$ cat src/tlb_pkg.sv
// Package: constants and types shared by the trigger layer logic
package tlb_pkg;
	// ----------------------------------------
	// Layers, lines and event sources
	// ----------------------------------------
	localparam int NUM_LAYERS = 3;
	localparam int NUM_LINES = 6;
	localparam int NUM_OUTS = 7; // Six link lines plus channel-ready
	localparam logic [1:0] L_ARM1 = 2'h0;
	localparam logic [1:0] L_ARM2 = 2'h1;
	localparam logic [1:0] L_TRIG = 2'h2;
	localparam logic [1:0] SRC_IMM = 2'h0;
	localparam logic [1:0] SRC_EXT = 2'h1;
	localparam logic [1:0] SRC_LINK = 2'h2;
	localparam logic [1:0] SRC_SOFT = 2'h3;
	localparam logic [2:0] LINE_MIN = 3'h1;
	localparam logic [2:0] LINE_MAX = 3'h6;
	localparam logic [6:0] READY_ONEHOT = 7'h40;
	// ----------------------------------------
	// Values after reset and preset
	// ----------------------------------------
	localparam logic [2:0] INPUT_LINE_SELECT_RST = 3'h1;
	localparam logic [2:0] BYP_RST = 3'h0; // All layers wait for event
	localparam logic [2:0] BYP_PRESET = 3'h4; // Trigger layer bypassed
	// ----------------------------------------
	// Output pulse timing
	// ----------------------------------------
	localparam int CLK_NS = 20;
	localparam int PULSE_NS = 10000;
	localparam int PULSE_CYC = (PULSE_NS + CLK_NS - 1) / CLK_NS;
	// ----------------------------------------
	// Sequencer states
	// ----------------------------------------
	typedef enum logic [3:0] {
		S_IDLE = 4'h1,
		S_WAIT = 4'h2,
		S_DELAY = 4'h4,
		S_ACT = 4'h8
	} tlb_state_t;
endpackage

$ cat src/tlb_line_if.sv
// Interface: edges seen on and pulses fired onto the trigger lines
`timescale 1ns/1ps
interface tlb_line_if;
	logic [6:0] rise; // Bit 6 is the external input
	logic [6:0] fire; // Bit 6 is the channel-ready output
	modport io (output rise, input fire);
	modport seq (input rise, output fire);
endinterface

$ cat src/tlb_line_io.sv
// Line input synchronisers and output pulse shapers
`timescale 1ns/1ps
module tlb_line_io #(
	parameter int PULSE_CYC = tlb_pkg::PULSE_CYC
) (
	input wire logic core_clk,
	input wire logic rst,
	input wire logic [5:0] link_in,
	input wire logic ext_in,
	tlb_line_if.io lines,
	output logic [5:0] link_out,
	output logic [5:0] link_oe,
	output logic ready_out
);
	localparam logic [15:0] PULSE_LOAD = 16'(PULSE_CYC - 1);
	wire [6:0] pin_w = {ext_in, link_in};
	logic [6:0] out_r;
	logic [6:0] rise_r;

	// ----------------------------------------
	// One channel per line
	// ----------------------------------------
	for (genvar i = 0; i < 7; i++) begin : g_ch
		logic s1_r, s2_r, s3_r, lvl_r;
		logic [15:0] cnt_r;
		wire settled_w = (s2_r == s3_r);
		// Three-stage sync; level moves once stages two and three agree
		always_ff @(posedge core_clk or posedge rst) begin
			if (rst) begin
				s1_r <= 1'b0;
				s2_r <= 1'b0;
				s3_r <= 1'b0;
				lvl_r <= 1'b0;
				rise_r[i] <= 1'b0;
			end else begin
				s1_r <= pin_w[i];
				s2_r <= s1_r;
				s3_r <= s2_r;
				lvl_r <= settled_w ? s3_r : lvl_r;
				rise_r[i] <= settled_w & s3_r & ~lvl_r;
			end
		end
		// Fixed-width pulse, restarted by a new request
		always_ff @(posedge core_clk or posedge rst) begin
			if (rst) begin
				cnt_r <= 16'h0000;
				out_r[i] <= 1'b0;
			end else begin
				cnt_r <= lines.fire[i] ? PULSE_LOAD : (cnt_r != 16'h0000 ? cnt_r - 16'h0001 : cnt_r);
				out_r[i] <= lines.fire[i] | (cnt_r != 16'h0000);
			end
		end
	end

	assign lines.rise = rise_r;
	assign link_out = out_r[5:0];
	assign link_oe = out_r[5:0]; // Driven only during a pulse
	assign ready_out = out_r[6];
endmodule

$ cat src/tlb_seq.sv
// Trigger layer sequencer with source bypass and link line select
`timescale 1ns/1ps
module tlb_seq #(
	parameter int CNT_W = 8,
	parameter int PULSE_CYC = tlb_pkg::PULSE_CYC
) (
	input wire logic core_clk,
	input wire logic rst,
	input wire logic start,
	input wire logic [2:0] soft_evt,
	input wire logic [2:0][1:0] link_event_source,
	input wire logic [2:0][CNT_W-1:0] count,
	input wire logic [2:0][2:0] output_line_select,
	input wire logic shared_line_protocol,
	input wire logic [2:0] byp_wr,
	input wire logic byp_val,
	input wire logic [2:0] ilin_wr,
	input wire logic [2:0] ilin_val,
	input wire logic sw_reset,
	input wire logic preset,
	input wire logic delay_done,
	input wire logic action_done,
	input wire logic [5:0] link_in,
	input wire logic ext_in,
	output logic [5:0] link_out,
	output logic [5:0] link_oe,
	output logic ready_out,
	output logic [2:0][2:0] input_line_select,
	output logic [2:0] bypass_on,
	output logic ilin_err,
	output logic delay_start,
	output logic action_req,
	output logic busy
);
	tlb_line_if lines();
	tlb_pkg::tlb_state_t st_r, st_nxt;
	logic [1:0] lay_r, lay_nxt;
	logic first_r, first_nxt;
	logic [2:0][CNT_W-1:0] cnt_r, cnt_nxt;
	logic [6:0] fire_r, fire_nxt;
	logic [2:0] byp_r;
	logic [2:0][2:0] ilin_r;
	logic err_r, dly_r, dly_nxt, act_r, busy_r, leave2;
	wire [2:0] evt_w, last_w, ok_w;
	wire [2:0][6:0] route_w;
	wire [1:0] src_w = link_event_source[lay_r];
	wire src_bypassable_w = (src_w == tlb_pkg::SRC_EXT) || (src_w == tlb_pkg::SRC_LINK);
	wire byp_eff = first_r & byp_r[lay_r] & src_bypassable_w;
	wire go = byp_eff | evt_w[lay_r];

	// ----------------------------------------
	// Line handling
	// ----------------------------------------
	tlb_line_io #(.PULSE_CYC(PULSE_CYC)) u_io (
		.core_clk(core_clk),
		.rst(rst),
		.link_in(link_in),
		.ext_in(ext_in),
		.lines(lines.io),
		.link_out(link_out),
		.link_oe(link_oe),
		.ready_out(ready_out)
	);

	// ----------------------------------------
	// Per-layer event, pass limit, routing
	// ----------------------------------------
	for (genvar l = 0; l < 3; l++) begin : g_lay
		wire [2:0] in_idx = ilin_r[l] - 3'h1;
		wire [2:0] use_line = (l == 2 && shared_line_protocol) ? ilin_r[l] :
			output_line_select[l];
		wire [2:0] out_idx = use_line - 3'h1;
		assign evt_w[l] = (link_event_source[l] == tlb_pkg::SRC_IMM) ? 1'b1 :
			(link_event_source[l] == tlb_pkg::SRC_EXT) ? lines.rise[6] :
			(link_event_source[l] == tlb_pkg::SRC_LINK) ? lines.rise[in_idx] :
			soft_evt[l];
		assign last_w[l] = ({1'b0, cnt_r[l]} + {{CNT_W{1'b0}}, 1'b1}) >= {1'b0, count[l]};
		assign route_w[l] = (link_event_source[l] == tlb_pkg::SRC_LINK) ?
			(7'h01 << out_idx) : tlb_pkg::READY_ONEHOT;
		assign ok_w[l] = (ilin_val >= tlb_pkg::LINE_MIN) && (ilin_val <= tlb_pkg::LINE_MAX) &&
			(ilin_val != output_line_select[l]);
	end

	// ----------------------------------------
	// Sequencer next state
	// ----------------------------------------
	always_comb begin
		st_nxt = st_r;
		lay_nxt = lay_r;
		first_nxt = first_r;
		cnt_nxt = cnt_r;
		fire_nxt = 7'h00;
		dly_nxt = 1'b0;
		leave2 = 1'b0;
		case (st_r)
			tlb_pkg::S_IDLE: begin
				if (start) begin
					st_nxt = tlb_pkg::S_WAIT;
					lay_nxt = tlb_pkg::L_ARM1;
					first_nxt = 1'b1;
					cnt_nxt = '0;
				end
			end
			tlb_pkg::S_WAIT: begin
				if (go && lay_r == tlb_pkg::L_ARM1) begin
					if (byp_r[0]) begin
						fire_nxt = route_w[0];
					end
					lay_nxt = tlb_pkg::L_ARM2;
					first_nxt = 1'b1;
					cnt_nxt[1] = '0;
				end else if (go && byp_eff) begin
					// Bypass also jumps over the delay
					if (lay_r == tlb_pkg::L_ARM2) begin
						leave2 = 1'b1;
					end else begin
						st_nxt = tlb_pkg::S_ACT;
					end
				end else if (go) begin
					st_nxt = tlb_pkg::S_DELAY;
					dly_nxt = 1'b1;
				end
			end
			tlb_pkg::S_DELAY: begin
				if (delay_done && lay_r == tlb_pkg::L_ARM2) begin
					leave2 = 1'b1;
				end else if (delay_done) begin
					st_nxt = tlb_pkg::S_ACT;
				end
			end
			tlb_pkg::S_ACT: begin
				if (action_done) begin
					fire_nxt = route_w[2];
					st_nxt = tlb_pkg::S_WAIT;
					first_nxt = 1'b0;
					if (!last_w[2]) begin
						cnt_nxt[2] = cnt_r[2] + {{(CNT_W-1){1'b0}}, 1'b1};
					end else if (!last_w[1]) begin
						cnt_nxt[1] = cnt_r[1] + {{(CNT_W-1){1'b0}}, 1'b1};
						lay_nxt = tlb_pkg::L_ARM2;
					end else if (!last_w[0]) begin
						cnt_nxt[0] = cnt_r[0] + {{(CNT_W-1){1'b0}}, 1'b1};
						lay_nxt = tlb_pkg::L_ARM1;
					end else begin
						st_nxt = tlb_pkg::S_IDLE;
					end
				end
			end
			default: begin
				st_nxt = tlb_pkg::S_IDLE;
			end
		endcase
		// Leaving arm layer 2 into the trigger layer
		if (leave2) begin
			if (byp_r[1]) begin
				fire_nxt = route_w[1];
			end
			lay_nxt = tlb_pkg::L_TRIG;
			st_nxt = tlb_pkg::S_WAIT;
			first_nxt = 1'b1;
			cnt_nxt[2] = '0;
		end
	end

	// ----------------------------------------
	// Sequencer registers
	// ----------------------------------------
	always_ff @(posedge core_clk or posedge rst) begin
		if (rst) begin
			st_r <= tlb_pkg::S_IDLE;
			lay_r <= tlb_pkg::L_ARM1;
			first_r <= 1'b0;
			cnt_r <= '0;
			fire_r <= 7'h00;
			dly_r <= 1'b0;
			act_r <= 1'b0;
			busy_r <= 1'b0;
		end else begin
			st_r <= st_nxt;
			lay_r <= lay_nxt;
			first_r <= first_nxt;
			cnt_r <= cnt_nxt;
			fire_r <= fire_nxt;
			dly_r <= dly_nxt;
			act_r <= (st_nxt == tlb_pkg::S_ACT);
			busy_r <= (st_nxt != tlb_pkg::S_IDLE);
		end
	end
	assign lines.fire = fire_r;

	// ----------------------------------------
	// Bypass and input line settings
	// ----------------------------------------
	always_ff @(posedge core_clk or posedge rst) begin
		if (rst) begin
			byp_r <= tlb_pkg::BYP_RST;
			ilin_r <= {3{tlb_pkg::INPUT_LINE_SELECT_RST}};
			err_r <= 1'b0;
		end else if (sw_reset || preset) begin
			byp_r <= sw_reset ? tlb_pkg::BYP_RST : tlb_pkg::BYP_PRESET;
			ilin_r <= {3{tlb_pkg::INPUT_LINE_SELECT_RST}};
			err_r <= 1'b0;
		end else begin
			for (int l = 0; l < 3; l++) begin
				if (byp_wr[l]) begin
					byp_r[l] <= byp_val;
				end
				if (ilin_wr[l] && ok_w[l]) begin
					ilin_r[l] <= ilin_val;
				end
			end
			err_r <= |(ilin_wr & ~ok_w);
		end
	end
	assign input_line_select = ilin_r;
	assign bypass_on = byp_r;
	assign ilin_err = err_r;
	assign delay_start = dly_r;
	assign action_req = act_r;
	assign busy = busy_r;
endmodule

$ cat config.mk
export PLATFORM = sky130hd
export DESIGN_NAME = tlb_seq
export DESIGN_NICKNAME = d
export VERILOG_FILES = /design/src/tlb_pkg.sv /design/src/tlb_line_if.sv /design/src/tlb_line_io.sv /design/src/tlb_seq.sv
export SDC_FILE = /design/constraint.sdc
export NUM_CORES = 1
export LEC_CHECK = 0
export ABC_AREA = 1
export CAP_MARGIN = 5
export CORE_MARGIN = 5
export CORE_UTILIZATION = 25
export DETAILED_ROUTE_END_ITERATION = 7
export DONT_BUFFER_PORTS = 1
export GPL_TIMING_DRIVEN = 1
export HOLD_SLACK_MARGIN = 0.12
export PLACE_DENSITY = 0.39
export SETUP_SLACK_MARGIN = 0.05
export SYNTH_ARGS = -nofsm -noshare
export SYNTH_HDL_FRONTEND = slang
export SYNTH_SLANG_ARGS = --single-unit
export TNS_END_PERCENT = 5
$ cat constraint.sdc
create_clock -name core_clk -period 6.8 [get_ports core_clk]
set_clock_uncertainty 0.15 [all_clocks]
set_input_delay 0.34 -clock core_clk [delete_from_list [all_inputs] [get_ports core_clk]]
set_output_delay 0.34 -clock core_clk [all_outputs]
set_load 0.005 [all_outputs]
# Word-level counts from Yosys, hierarchy flattened
# Cells that the tools add are included.
[classes]
addsub = 19
reduce_logical = 46
muxes = 102
order_cmp = 9
shift = 3
n_eq_ne = 38
bitwise_logic = 33
[ops]
columns = ["cell", "count"]
rows = [
  ["16-bit 2-to-1 mux", 15],
  ["16-bit nonzero test", 7],
  ["16-bit by 1-bit subtractor with 16-bit output, second input constant", 7],
  ["7-bit 2-to-1 mux", 8],
  ["24-bit 2-to-1 mux", 2],
  ["8-bit 2-to-1 mux", 6],
  ["4-bit 2-to-1 mux", 9],
  ["8-bit one-hot mux with 2 select lines", 2],
  ["1-bit 2-to-1 mux", 30],
  ["2-bit nonzero test", 14],
  ["8-bit by 1-bit adder with 9-bit output, second input constant", 3],
  ["9-bit by 8-bit >= comparator with 1-bit output", 3],
  ["8-bit by 1-bit adder with 8-bit output, second input constant", 3],
  ["8-bit one-hot mux with 3 select lines", 1],
  ["2-bit 2-to-1 mux", 11],
  ["1-bit by 3-bit left shift with 7-bit output, first input constant", 3],
  ["3-bit 2-to-1 mux", 6],
  ["6-bit AND reduction", 3],
  ["3-bit by 1-bit subtractor with 3-bit output, second input constant", 6],
  ["1-bit AND", 16],
  ["4-bit one-hot mux with 4 select lines", 1],
  ["3-bit != test, second input constant", 5],
  ["2-bit != test, second input constant", 7],
  ["7-bit one-hot mux with 2 select lines", 1],
  ["other kinds (32)", 81],
]
[word_totals]
reg_bits = 208
out_inout_bits = 29
word_cells = 316
in_bits = 67

# Logic depth before layout (Yosys ltp)
# Gate-level depths: netlist of run 1.
[depth]
word_depth = 15
ltp_mapped = 19
depth_no_buf = 19

# By module
# A second synthesis of run 1 with hierarchy kept.
[unflattened]
hier_cells = 1803
hier_area_um2 = 12949.9
[by_module_without_submodules]
columns = ["module", "seq_area_each_um2", "instances", "cells_each", "area_per_inst_um2"]
rows = [
  ["tlb_line_io", 3853.7, 1, 1159, 8448.1],
  ["tlb_seq", 1356.3, 1, 644, 4501.8],
]

# Worst setup path before layout of run 1
# No wires, ideal clock.
[synth_path]
path_type = "register to register"
from = "reg cnt_r[0] (netlist bit)"
to = "reg cnt_r[0] (netlist bit)"
n_path_buf = 0
t_arrival_ps = 2380
path_stages_with_launch = 20
period_less_slack_ps = 2647
slack_ps = 4153
required_ps = 6533
setup_time_ps = 117
cell_sequence = "dfrtp_1 -> ha_1 -> nand2_1 -> inv_1 -> nand2_1 -> xor2_1 -> inv_1 -> ha_1 -> a21oi_1 -> o21ai_0 -> nand2_1 -> o311ai_0 -> nand2_1 -> nand3_1 -> nand2_1 -> nand2_1 -> nor2_2 -> nand2_2 -> nand2_1 -> nand2_1"
[synth_between]
elab_chain_len = 6
word_cells_on_any_way = 10
cone_classes = "2 x add/sub; 1 x order compare; 1 x eq/ne; 5 x mux; 1 x reduce/logical"
[synth_lines]
columns = ["item", "line", "text"]
rows = [
  ["start, declared", "tlb_seq.sv:39", "logic [2:0][CNT_W-1:0] cnt_r, cnt_nxt;"],
  ["start signal, assigned", "tlb_seq.sv:182", "cnt_r <= cnt_nxt;"],
  ["parallel branches: the longest is 6 deep, another holds 8-bit by 1-bit adder with 9-bit output", "n/a", ""],
]
# Several ways; the timed one is not identified. The select of a mux whose other input is x is not followed.
# A chain may end at the register's enable or synchronous reset.

# Worst setup path after layout of run 1
[layout_path]
from = "reg lay_r[1]"
to = "reg fire_r[5]"
[layout_between]
elab_chain_len = 11
word_cells_on_any_way = 26
cone_classes = "3 x eq/ne; 15 x mux; 3 x bitwise; 5 x reduce/logical"
[layout_lines]
columns = ["item", "line", "text"]
rows = [
  ["start, declared", "tlb_seq.sv:37", "logic [1:0] lay_r, lay_nxt;"],
  ["start signal, assigned", "tlb_seq.sv:171", "lay_r <= tlb_pkg::L_ARM1;"],
  ["start signal, assigned", "tlb_seq.sv:180", "lay_r <= lay_nxt;"],
  ["2-bit binary-select mux with 2-bit select", "tlb_seq.sv:46", "wire [1:0] src_w = link_event_source[lay_r];"],
  ["2-bit 2-to-1 mux (implied by the code)", "tlb_seq.sv:46", ""],
  ["2-bit by 1-bit equality test with 1-bit output / 2-bit equality test (equally long branches)", "tlb_seq.sv:47", "wire src_bypassable_w = (src_w == tlb_pkg::SRC_EXT) || (src_w == tlb_pkg::SRC_LINK);"],
  ["1-bit logical OR", "tlb_seq.sv:47", ""],
  ["1-bit AND", "tlb_seq.sv:48", "wire byp_eff = first_r & byp_r[lay_r] & src_bypassable_w;"],
  ["1-bit OR", "tlb_seq.sv:49", "wire go = byp_eff | evt_w[lay_r];"],
  ["1-bit logical AND (on tied branches)", "tlb_seq.sv:105, tlb_seq.sv:112", ""],
  ["7-bit 2-to-1 mux / 1-bit 2-to-1 mux (equally long branches)", "tlb_seq.sv:105, tlb_seq.sv:112", ""],
  ["7-bit one-hot mux with 2 select lines / 1-bit 2-to-1 mux (equally long branches)", "tlb_seq.sv:95, tlb_seq.sv:105", ""],
  ["7-bit 2-to-1 mux / 1-bit one-hot mux with 2 select lines (equally long branches)", "tlb_seq.sv:155, tlb_seq.sv:95", ""],
  ["7-bit 2-to-1 mux (*)", "tlb_seq.sv:154", "if (leave2) begin"],
  ["via fire_nxt[5]", "tlb_seq.sv:40", "logic [6:0] fire_r, fire_nxt;"],
  ["end signal, assigned", "tlb_seq.sv:183", "fire_r <= fire_nxt;"],
  ["end, declared", "tlb_seq.sv:40", ""],
]
# The timed path passes the listed nets; every way through them passes the cells marked *. The select of a mux whose other input is x is not followed.

==> flow_summary.ini, run 1 <==
[die]
die-height_microns = 226
start_util = 0.251
core_area_sq_um = 46300
fp.dieW_microns = 226
std_cell_rows = 79
die-area_sq_um = 50900
io_pins = 96

[route]
wl_per_cell_microns = 13.3
wl_met1_microns = 13400
routed-wl-met3_microns = 1300
drcViolationCount = 0
drt-total-wl_microns = 28700
dr_total_vias = 9521
via_per_inst = 4.41
wl_met2_microns = 13400
dr.pass1.iters = 5
postRouteAntennaNets = 0
drt_first_iter_violations = 471
top_layer_used = met4

[final_layout]
syn_to_final_growth_pct = 18.2
fin_cells = 2159
fin_nets = 1643
final_area_sq_um = 13700
fill_cells = 4965
fin_util = 0.297
drive_gt1_frac = 0.0652

[run]
cap_violations = 0

[critical_path]
cp-start-kind = register
critPathMaxFanout = 6
reg2reg_to = fire_r[5]
worstPathRequired_ps = 7130
worstSetupPathType = reg -> reg
worst_setup_path_end_kind = register
arrival_ps = 4700
worstReg2RegStart = lay_r[1]
rrSetupSlack_ps = 2430
reg2regPathDepth = 16

[timing]
relSlewSlack = 0.344
period_minus_slack_ps = 4370
setup_tns_ps = 0
tightest_slew_ps = 981
maxSlewViolCount = 0
rsz0062_at_grt = false
setup_viol = 0
max_freq_mhz = 229
hold_violations = 0
fin_crit_sh = 0.643

[placement]
place_congestion = 0.792
post_dp_cell_area_sq_um = 12300
place.detailed.hpwl_microns = 20900
io_buffers = 0
dp.cells = 2061

[cts]
clock_latency_ps = 550
cts.path.max_buffers = 3
postCtsHoldBufs = 46
clk_transition_reported_paths_ps = 60
cts.sinks = 208
numCtsBuffers = 27
cts-root-buf = clkbuf_16
htree_levels = 1
ctsResizeCount = 0
cts_tree = built
cts_setup_buffers = 0

[logic_synthesis]
synth_edf_count = 0
seq_area_frac_synth = 0.448
synthFlopType = dfrtp_1
syn-num-nets = 1585
yosys_register_bits = 208
async_flop_share = 1.00
yosysWarnings = 0
syn_area_sq_um = 11600
syn_area_per_cell_sq_um = 7.91
synth.largest_area_cell = dfrtp_1
synth_top_area_share = 0.439
synth_area_leaders = dfrtp_1 44%, inv_1 8.6%, nand2_1 7.1%
synth_cells = 1471
yosys.cell_types.count = 53

[hold_path]
min_to = input_line_select[3]
hold_path_depth = 5
min_from = output_line_select[4]
hp-class = in -> reg

[power]
p_int_uw = 3100
clkPwrFrac = 0.320
p_leak_uw = 0.00684
p_sw_frac = 0.359
power_density_nw_per_um2 = 352
p_comb_frac = 0.283
p_sw_uw = 1740
ir_drop_v = 0.000188
power_frac_seq = 0.397

[grt]
overflow = 0
grt_pass1_wl_microns = 48700
antenna_found_initial = 3
grt_pass1_vias = 9422
grt_max_degree = 105
grt.total_usage = 0.114

[outcome]
outcome = finished clean
-- synthesized netlist by cell type, drive strengths merged, types with 2 or more instances --
cell    number
o221ai       2
a221oi       2
xnor2        5
inv        276
dfrtp      204
ha          47
clkbuf      10
xor2        41
o22ai        5
and3         6
o211ai       7
nand3b       9
buf          9
nand2      227
dfstp        4
o211a        2
nor4        18
o21ai      105
mux2         9
a31oi       10
o21a         2
nor2       178
a211oi       9
nand3      110
nor3        53
nand4       32
nor3b        2
a21oi       74
o31ai        4
-- state kept, by name, indices dropped and copies added (netlist names), 2 cells and up --
signal             count
u_io.g_ch.s3_r         7
lay_r                  2
u_io.lines.rise        7
u_io.link_oe           6
u_io.g_ch.s2_r         7
fire_r                 7
st_r                   4
input_line_select      9
u_io.g_ch.lvl_r        7
cnt_r                 24
u_io.g_ch.s1_r         7
bypass_on              3
u_io.g_ch.cnt_r      112
-- area by class of cell --
class                      count  area [sq um]  share of cell area
multi-input combinational    967          5280               0.384
sequential                   208          5210               0.379
tap                          607           759              0.0553
clock buffer                  34           722              0.0525
timing repair buffer          48           475              0.0346
antenna                        2          5.00            0.000364
inverter                     277          1050              0.0762
clock inverter                16           246              0.0179
-- stage by stage --
step                      hold slack (ps)  total power [uW]  worst slack [ps]
after floorplan                       181              2980               636
after global routing                  156              5270              2170
final                                 184              4840              2430
after global placement                183              3280              3820
after CTS                             129              4930              2390
after detailed placement              185              3290              3770
-- power groups by stage --
stage          clock (uW)  sequential (uW)  combinational [uW]
3_3_place_gp            0             1940                1340
4_1_cts              1620             1920                1390
6_report             1550             1920                1370
2_1_floorplan           0             1860                1130
3_5_place_dp            0             1940                1350
5_1_grt              1670             1980                1620
-- per-layer routing --
metal  vias to the layer above  GRT usage
met5                         -          0
met4                         0     0.0252
met3                        43     0.0250
met2                       153      0.193
met1                      4404      0.150
li1                       4921          -
-- cells by family after synthesis --
group           after synthesis  share of synthesized area
buf+inv                     296                     0.0983
simple gates                637                      0.250
xor+xnor                     46                     0.0346
flops                       208                      0.448
mux                           9                    0.00871
compound gates              228                      0.110
fa+ha+maj                    47                     0.0506
-- worst max-delay path: stages (launching register included) --
cell           delay (ps)
dfrtp_1               420
inv_2                  90
nor2_2                160
nand2_1                90
nand2_1                70
a21oi_1                40
dlygate4sd3_1         570
nand2_2                50
dlygate4sd3_1         580
nand3_4               110
o22ai_1               190
nand3_1               260
inv_2                 160
nand4_1                90
dlygate4sd3_1         580
nand3_1               110
dlygate4sd3_1         580
-- worst max-delay path by stage --
stage,from,end,slack [ps]
finish,lay_r[1],fire_r[5],2430
global route,lay_r[1],fire_r[5],2170
CTS,lay_r[1],fire_r[5],2390
detailed placement,cnt_r[0],cnt_r[3],3770
global placement,cnt_r[0],cnt_r[0],3820
floorplan,rst,action_req,640
-- cells in the final DEF, fill, tap and decap left out, drive strengths merged, types with 5 or more instances in the layout --
cell type and n:
and3 6, o22ai 5, nand2 227, inv 277
a21oi 74, ha 47, xor2 41, nand3 110
nor3 53, mux2 9, clkbuf 34, o21ai 105
dfrtp 204, clkinvlp 5, xnor2 5, clkinv 5
a211oi 9, bufinv 6, nor4 18, o211ai 7
nand4 32, nand3b 9, nor2 178, dlygate4sd3 46
a31oi 10
No activity file was read; power rests on OpenSTA's default activity.
==> inputs of run 2 (changes only) <==
--- a/config.mk
+++ b/config.mk
@@ -5,7 +5,7 @@
 export SDC_FILE = /design/constraint.sdc
 export NUM_CORES = 1
 export LEC_CHECK = 0
-export ABC_AREA = 1
+export ABC_AREA = 0
 export CAP_MARGIN = 5
 export CORE_MARGIN = 5
 export CORE_UTILIZATION = 25
==> constraint.sdc (replaced) <==
create_clock -name core_clk -period 4.04 [get_ports core_clk]
set_clock_uncertainty 0.15 [all_clocks]
set_input_delay 0.202 -clock core_clk [delete_from_list [all_inputs] [get_ports core_clk]]
set_output_delay 0.202 -clock core_clk [all_outputs]
set_load 0.005 [all_outputs]
==> run 2 against run 1 <==
  * Non-clock buffer count increased by 32
  * First-iteration DRC count down 20%
  * Clock-buffer cell count increased by 7
  * Synthesized cell count down 24%
==> flow_summary.ini, run 2 <==
[logic_synthesis]
yosys_register_bits = 208
synth_area_leaders = dfrtp_1 45%, ha_1 5.2%, xnor2_1 5.2%
synthFlopType = dfrtp_1
syn_area_per_cell_sq_um = 9.99
synth_top_area_share = 0.454
syn_area_sq_um = 11200
synth_cells = 1125
async_flop_share = 1.00
synth_most_common_cell = dfrtp_1
yosysWarnings = 0
synth_edf_count = 0
seq_area_frac_synth = 0.464
synth.largest_area_cell = dfrtp_1
yosys.cell_types.count = 85
syn-num-nets = 1239
ys_top_cells_by_count = 204 x dfrtp_1, 105 x nor2_1, 67 x xnor2_1, 65 x inv_1, 56 x nor3_1

[power]
p_int_uw = 5140
clkPwrFrac = 0.338
power_frac_seq = 0.432
p_sw_frac = 0.319
p_sw_uw = 2410
p_leak_uw = 0.00580
power_density_nw_per_um2 = 556
ir_drop_v = 0.000224
p_comb_frac = 0.230

[critical_path]
path_cells = inv_1, ha_1, mux2i_1, o211ai_1, o21ai_0, a221oi_1, dlygate4sd3_1, nor2_1, dlygate4sd3_1, nor2_1, o221a_2
reg2reg_to = st_r[2]
worstSetupPathType = reg -> reg
worst_setup_path_end_kind = register
worstReg2RegStart = input_line_select[6]
cpPeakStageDelay_ps = 640
worstSetupStartpoint = input_line_select[6]
reg2regPathDepth = 11
cp-start-kind = register
rrSetupSlack_ps = 220
critPathMaxFanout = 7
arrival_ps = 4160
worstPathRequired_ps = 4380
crit_slowest_cell = dfstp_2

[cts]
clk_transition_reported_paths_ps = 60
clock_latency_ps = 550
htree_levels = 1
cts_setup_buffers = 0
numCtsBuffers = 28
cts-root-buf = clkbuf_16
cts.path.max_buffers = 3
cts_tree = built
cts.sinks = 208

[timing]
setup_tns_ps = 0
relSlewSlack = 0.438
max_freq_mhz = 262
hold_violations = 0
tightest_slew_ps = 835
fin_crit_sh = 0.946
maxSlewViolCount = 0
rsz0062_at_grt = true
setup_viol = 0
period_minus_slack_ps = 3820

[run]
cap_violations = 0

[final_layout]
layout_commonest_cell = dfrtp_1
diodes = 0
largest_reg_flops = 112
fin_nets = 1314
fin_util = 0.306
largest-register = u_io.g_ch.cnt_r
syn_to_final_growth_pct = 20.9
most-common-layout-cells = 204 x dfrtp_1, 104 x nor2_1, 70 x dlygate4sd3_1
drive_gt1_frac = 0.0925

[die]
core_area_sq_um = 44300
die-area_sq_um = 49300
fp.dieW_microns = 222
start_util = 0.254
die-height_microns = 222
io_pins = 96
std_cell_rows = 77

[route]
routed-wl-met3_microns = 1470
wl_per_cell_microns = 15.4
dr.pass1.iters = 4
wl_met1_microns = 13200
wl_met2_microns = 12600
postRouteAntennaNets = 0
drt-total-wl_microns = 28000
top_layer_used = met5
via_per_inst = 4.60
drt_first_iter_violations = 375
drcViolationCount = 0
dr_total_vias = 8337

[grt]
grt_pass1_wl_microns = 45900
grt_max_degree = 121
antenna_found_initial = 1
overflow = 0
grt_pass1_vias = 8405
grt.total_usage = 0.112

[placement]
io_buffers = 0
place_congestion = 0.761
place.detailed.hpwl_microns = 19400

[outcome]
outcome = finished clean

[hold_path]
hp-class = in -> async
run 2: how the worst max path moves through the flow:
| stage | to | slack (ps) |
|---|---|---|
| 2_1_floorplan | cnt_r[1] | 690 |
| 3_3_place_gp | cnt_r[22] | 320 |
| 3_5_place_dp | cnt_r[18] | 250 |
| 4_1_cts | st_r[2] | 190 |
| 5_1_grt | cnt_r[1] | 10 |
| 6_report | st_r[2] | 220 |
run 2: kinds of logic after synthesis:
group,count (synthesis),share of synthesized area
simple gates,456,0.223
flops,208,0.464
compound gates,181,0.113
buf+inv,100,0.0361
xor+xnor,96,0.0748
fa+ha+maj,47,0.0523
mux,37,0.0375
run 2: layout make-up:
type | instances | area (sq um)
clock buffers | 41 | 831
clock inverters | 11 | 130
fillers | 4724 | 30700
inverters | 65 | 248
multi-input cells | 817 | 5620
flip-flops and latches | 208 | 5210
well taps | 592 | 741
repair buffers | 80 | 801
run 2: power groups by stage:
stage	Sequential (uW)	Combinational [uW]	Clock, uW
6_report	3260	1740	2550
5_1_grt	3360	2000	2740
4_1_cts	3260	1770	2660
3_3_place_gp	3290	1660	0
3_5_place_dp	3290	1690	0
2_1_floorplan	3130	1440	0
run 2: worst max-delay path: cells and delay by family, from the launching register on:
family,cells,cell delay [ps]
compound gates,4,920
fa+ha+maj,1,360
buf+inv,3,1290
flops,1,640
mux,1,130
simple gates,2,260
run 2: timing repair:
action	in CTS	in global routing
endpoints found under the setup margin	0	10
hold buffers	71	0
hold endpoints to repair	256	0
gates resized for setup	0	1
run 2: layer usage:
layer  vias to the layer above  global-route usage
met4                         2              0.0282
met2                       128               0.176
li1                       4135                   -
met1                      4025               0.153
met3                        47              0.0302
met5                         -                   0
run 2: through the flow:
step                area, sq um  power, uW  hold WS [ps]  std cells  setup WS, ps
CTS                       13600       7690           124       1814           188
floorplan                 11200       4570          83.4       1125           692
global route              13600       8100           176       1814          12.9
finish                    13600       7550           145       1814           218
global placement          11900       4950          29.7       1691           316
detailed placement        11900       4970          16.7       1691           249
==> inputs of run 3 (changes only) <==
==> constraint.sdc (replaced) <==
create_clock -name core_clk -period 4.4 [get_ports core_clk]
set_clock_uncertainty 0.15 [all_clocks]
set_input_delay 0.22 -clock core_clk [delete_from_list [all_inputs] [get_ports core_clk]]
set_output_delay 0.22 -clock core_clk [all_outputs]
set_load 0.005 [all_outputs]
==> run 3 against run 2 <==
  * Core utilization down 0.24 points
  * Combinational power down 9%
  * Fmax down 6.6%
==> flow_summary.ini, run 3 (synthesis results as in run 2) <==
[timing]
rsz0062_at_grt = false
maxSlewViolCount = 0
period_minus_slack_ps = 4090
tightest_slew_ps = 830
relSlewSlack = 0.442
hold_violations = 0
setup_viol = 0
fin_crit_sh = 0.930
setup_tns_ps = 0
max_freq_mhz = 244

[power]
p_comb_frac = 0.233
power_density_nw_per_um2 = 503
power_frac_seq = 0.442
p_sw_uw = 2200
p_sw_frac = 0.324
clkPwrFrac = 0.325
p_leak_uw = 0.00575
ir_drop_v = 0.000250
p_int_uw = 4580
p_total_uw = 6780

[final_layout]
final_area_sq_um = 13500
most-common-layout-cells = 204 x dfrtp_1, 105 x nor2_1, 70 x dlygate4sd3_1
fin_cells = 1805
syn_to_final_growth_pct = 19.9
fin_nets = 1307
drive_gt1_frac = 0.0890
layout_commonest_cell = dfrtp_1
largest-register = u_io.g_ch.cnt_r
diodes = 0
largest_reg_flops = 112

[route]
drcViolationCount = 0
dr.pass1.iters = 4
drt-total-wl_microns = 27900
dr_total_vias = 8296
drt_first_iter_violations = 362
postRouteAntennaNets = 0
wl_per_cell_microns = 15.5
via_per_inst = 4.60

[grt]
grt_pass1_wl_microns = 46700
grt_max_degree = 109
grtUsageMet1 = 0.154
globalRoute.busiestLayer = met2
grt.total_usage = 0.113
grt_util_met2 = 0.178
overflow = 0
antenna_found_initial = 2
grt_pass1_vias = 8670
use_met3 = 0.0308

[critical_path]
worstSetupPathType = reg -> reg
cp-start-kind = register
critPathMaxFanout = 7
worst_setup_path_end_kind = register
worstPathRequired_ps = 4710
arrival_ps = 4410

[cts]
cts-root-buf = clkbuf_16
clk_transition_reported_paths_ps = 60
numCtsBuffers = 27
clock_latency_ps = 540
htree_levels = 1
cts.sinks = 208
cts_tree = built
cts.path.max_buffers = 3

[placement]
post_dp_cell_area_sq_um = 11900
dp.cells = 1686
place.detailed.hpwl_microns = 19100
place_congestion = 0.740
io_buffers = 0

[die]
die-height_microns = 222
core_area_sq_um = 44300
fp.dieW_microns = 222
die-area_sq_um = 49300
io_pins = 96
std_cell_rows = 77
start_util = 0.254

[run]
cap_violations = 0

[outcome]
outcome = finished clean

[hold_path]
hp-class = in -> reg
run 3: path summary, 6_finish.rpt:
path                            cells after the start                    end                  from  slack, ps
worst max register to register                     11            delay_start  input_line_select[6]        310
worst min-delay path                                4                st_r[1]           soft_evt[2]        160
worst min register to register                      0      u_io.g_ch[6].s2_r     u_io.g_ch[6].s1_r        200
max in group asynchronous                           3     u_io.lines.rise[6]                   rst       2870
worst max-delay path                               11            delay_start  input_line_select[6]        310
min in group asynchronous                           2  u_io.g_ch[4].cnt_r[1]                   rst        180
run 3: final cells by class:
class | count | area [sq um]
clock buffers | 35 | 766
multi-input cells | 817 | 5630
well taps | 592 | 741
inverters | 65 | 248
flip-flops and latches | 208 | 5210
repair buffers | 74 | 756
clock inverters | 14 | 130
fillers | 4647 | 30800
run 3: stage by stage:
stage	utilization	setup slack, ps	hold slack [ps]
6_report	0.304	308	156
5_1_grt	0.304	66.0	196
4_1_cts	0.304	243	137
3_5_place_dp	0.268	490	101
3_3_place_gp	0.268	595	101
2_1_floorplan	-	1050	101
run 3: layer usage:
| layer | vias to the layer above | share of wire |
|---|---|---|
| met5 | - | 0.00039 |
| met4 | 2 | 0.024 |
| met3 | 42 | 0.058 |
| met2 | 142 | 0.45 |
| met1 | 3979 | 0.47 |
| li1 | 4131 | - |
run 3: critical path, stage by stage, from the launching register on:
cell,delay (ps)
dfstp_2,640
inv_1,120
ha_1,360
mux2i_1,140
o211ai_1,160
o21ai_0,180
a221oi_2,300
dlygate4sd3_1,590
nor2_1,40
dlygate4sd3_1,560
nor2_1,180
dlygate4sd3_1,600
run 3: what timing repair did:
| action | in CTS | in global routing |
|---|---|---|
| setup endpoints to repair | 0 | 1 |
| hold buffers | 70 | 0 |
| resized for setup | 0 | 1 |
| setup buffers | 0 | 0 |
| hold endpoints to repair | 87 | 0 |
run 3: power by group through the flow:
stage / logic [uW] / clock network [uW] / registers, uW
after CTS: 1610 / 2310 / 3000
after detailed placement: 1540 / 0 / 3020
after floorplan: 1320 / 0 / 2870
after global routing: 1830 / 2380 / 3090
after global placement: 1520 / 0 / 3020
final: 1580 / 2200 / 3000
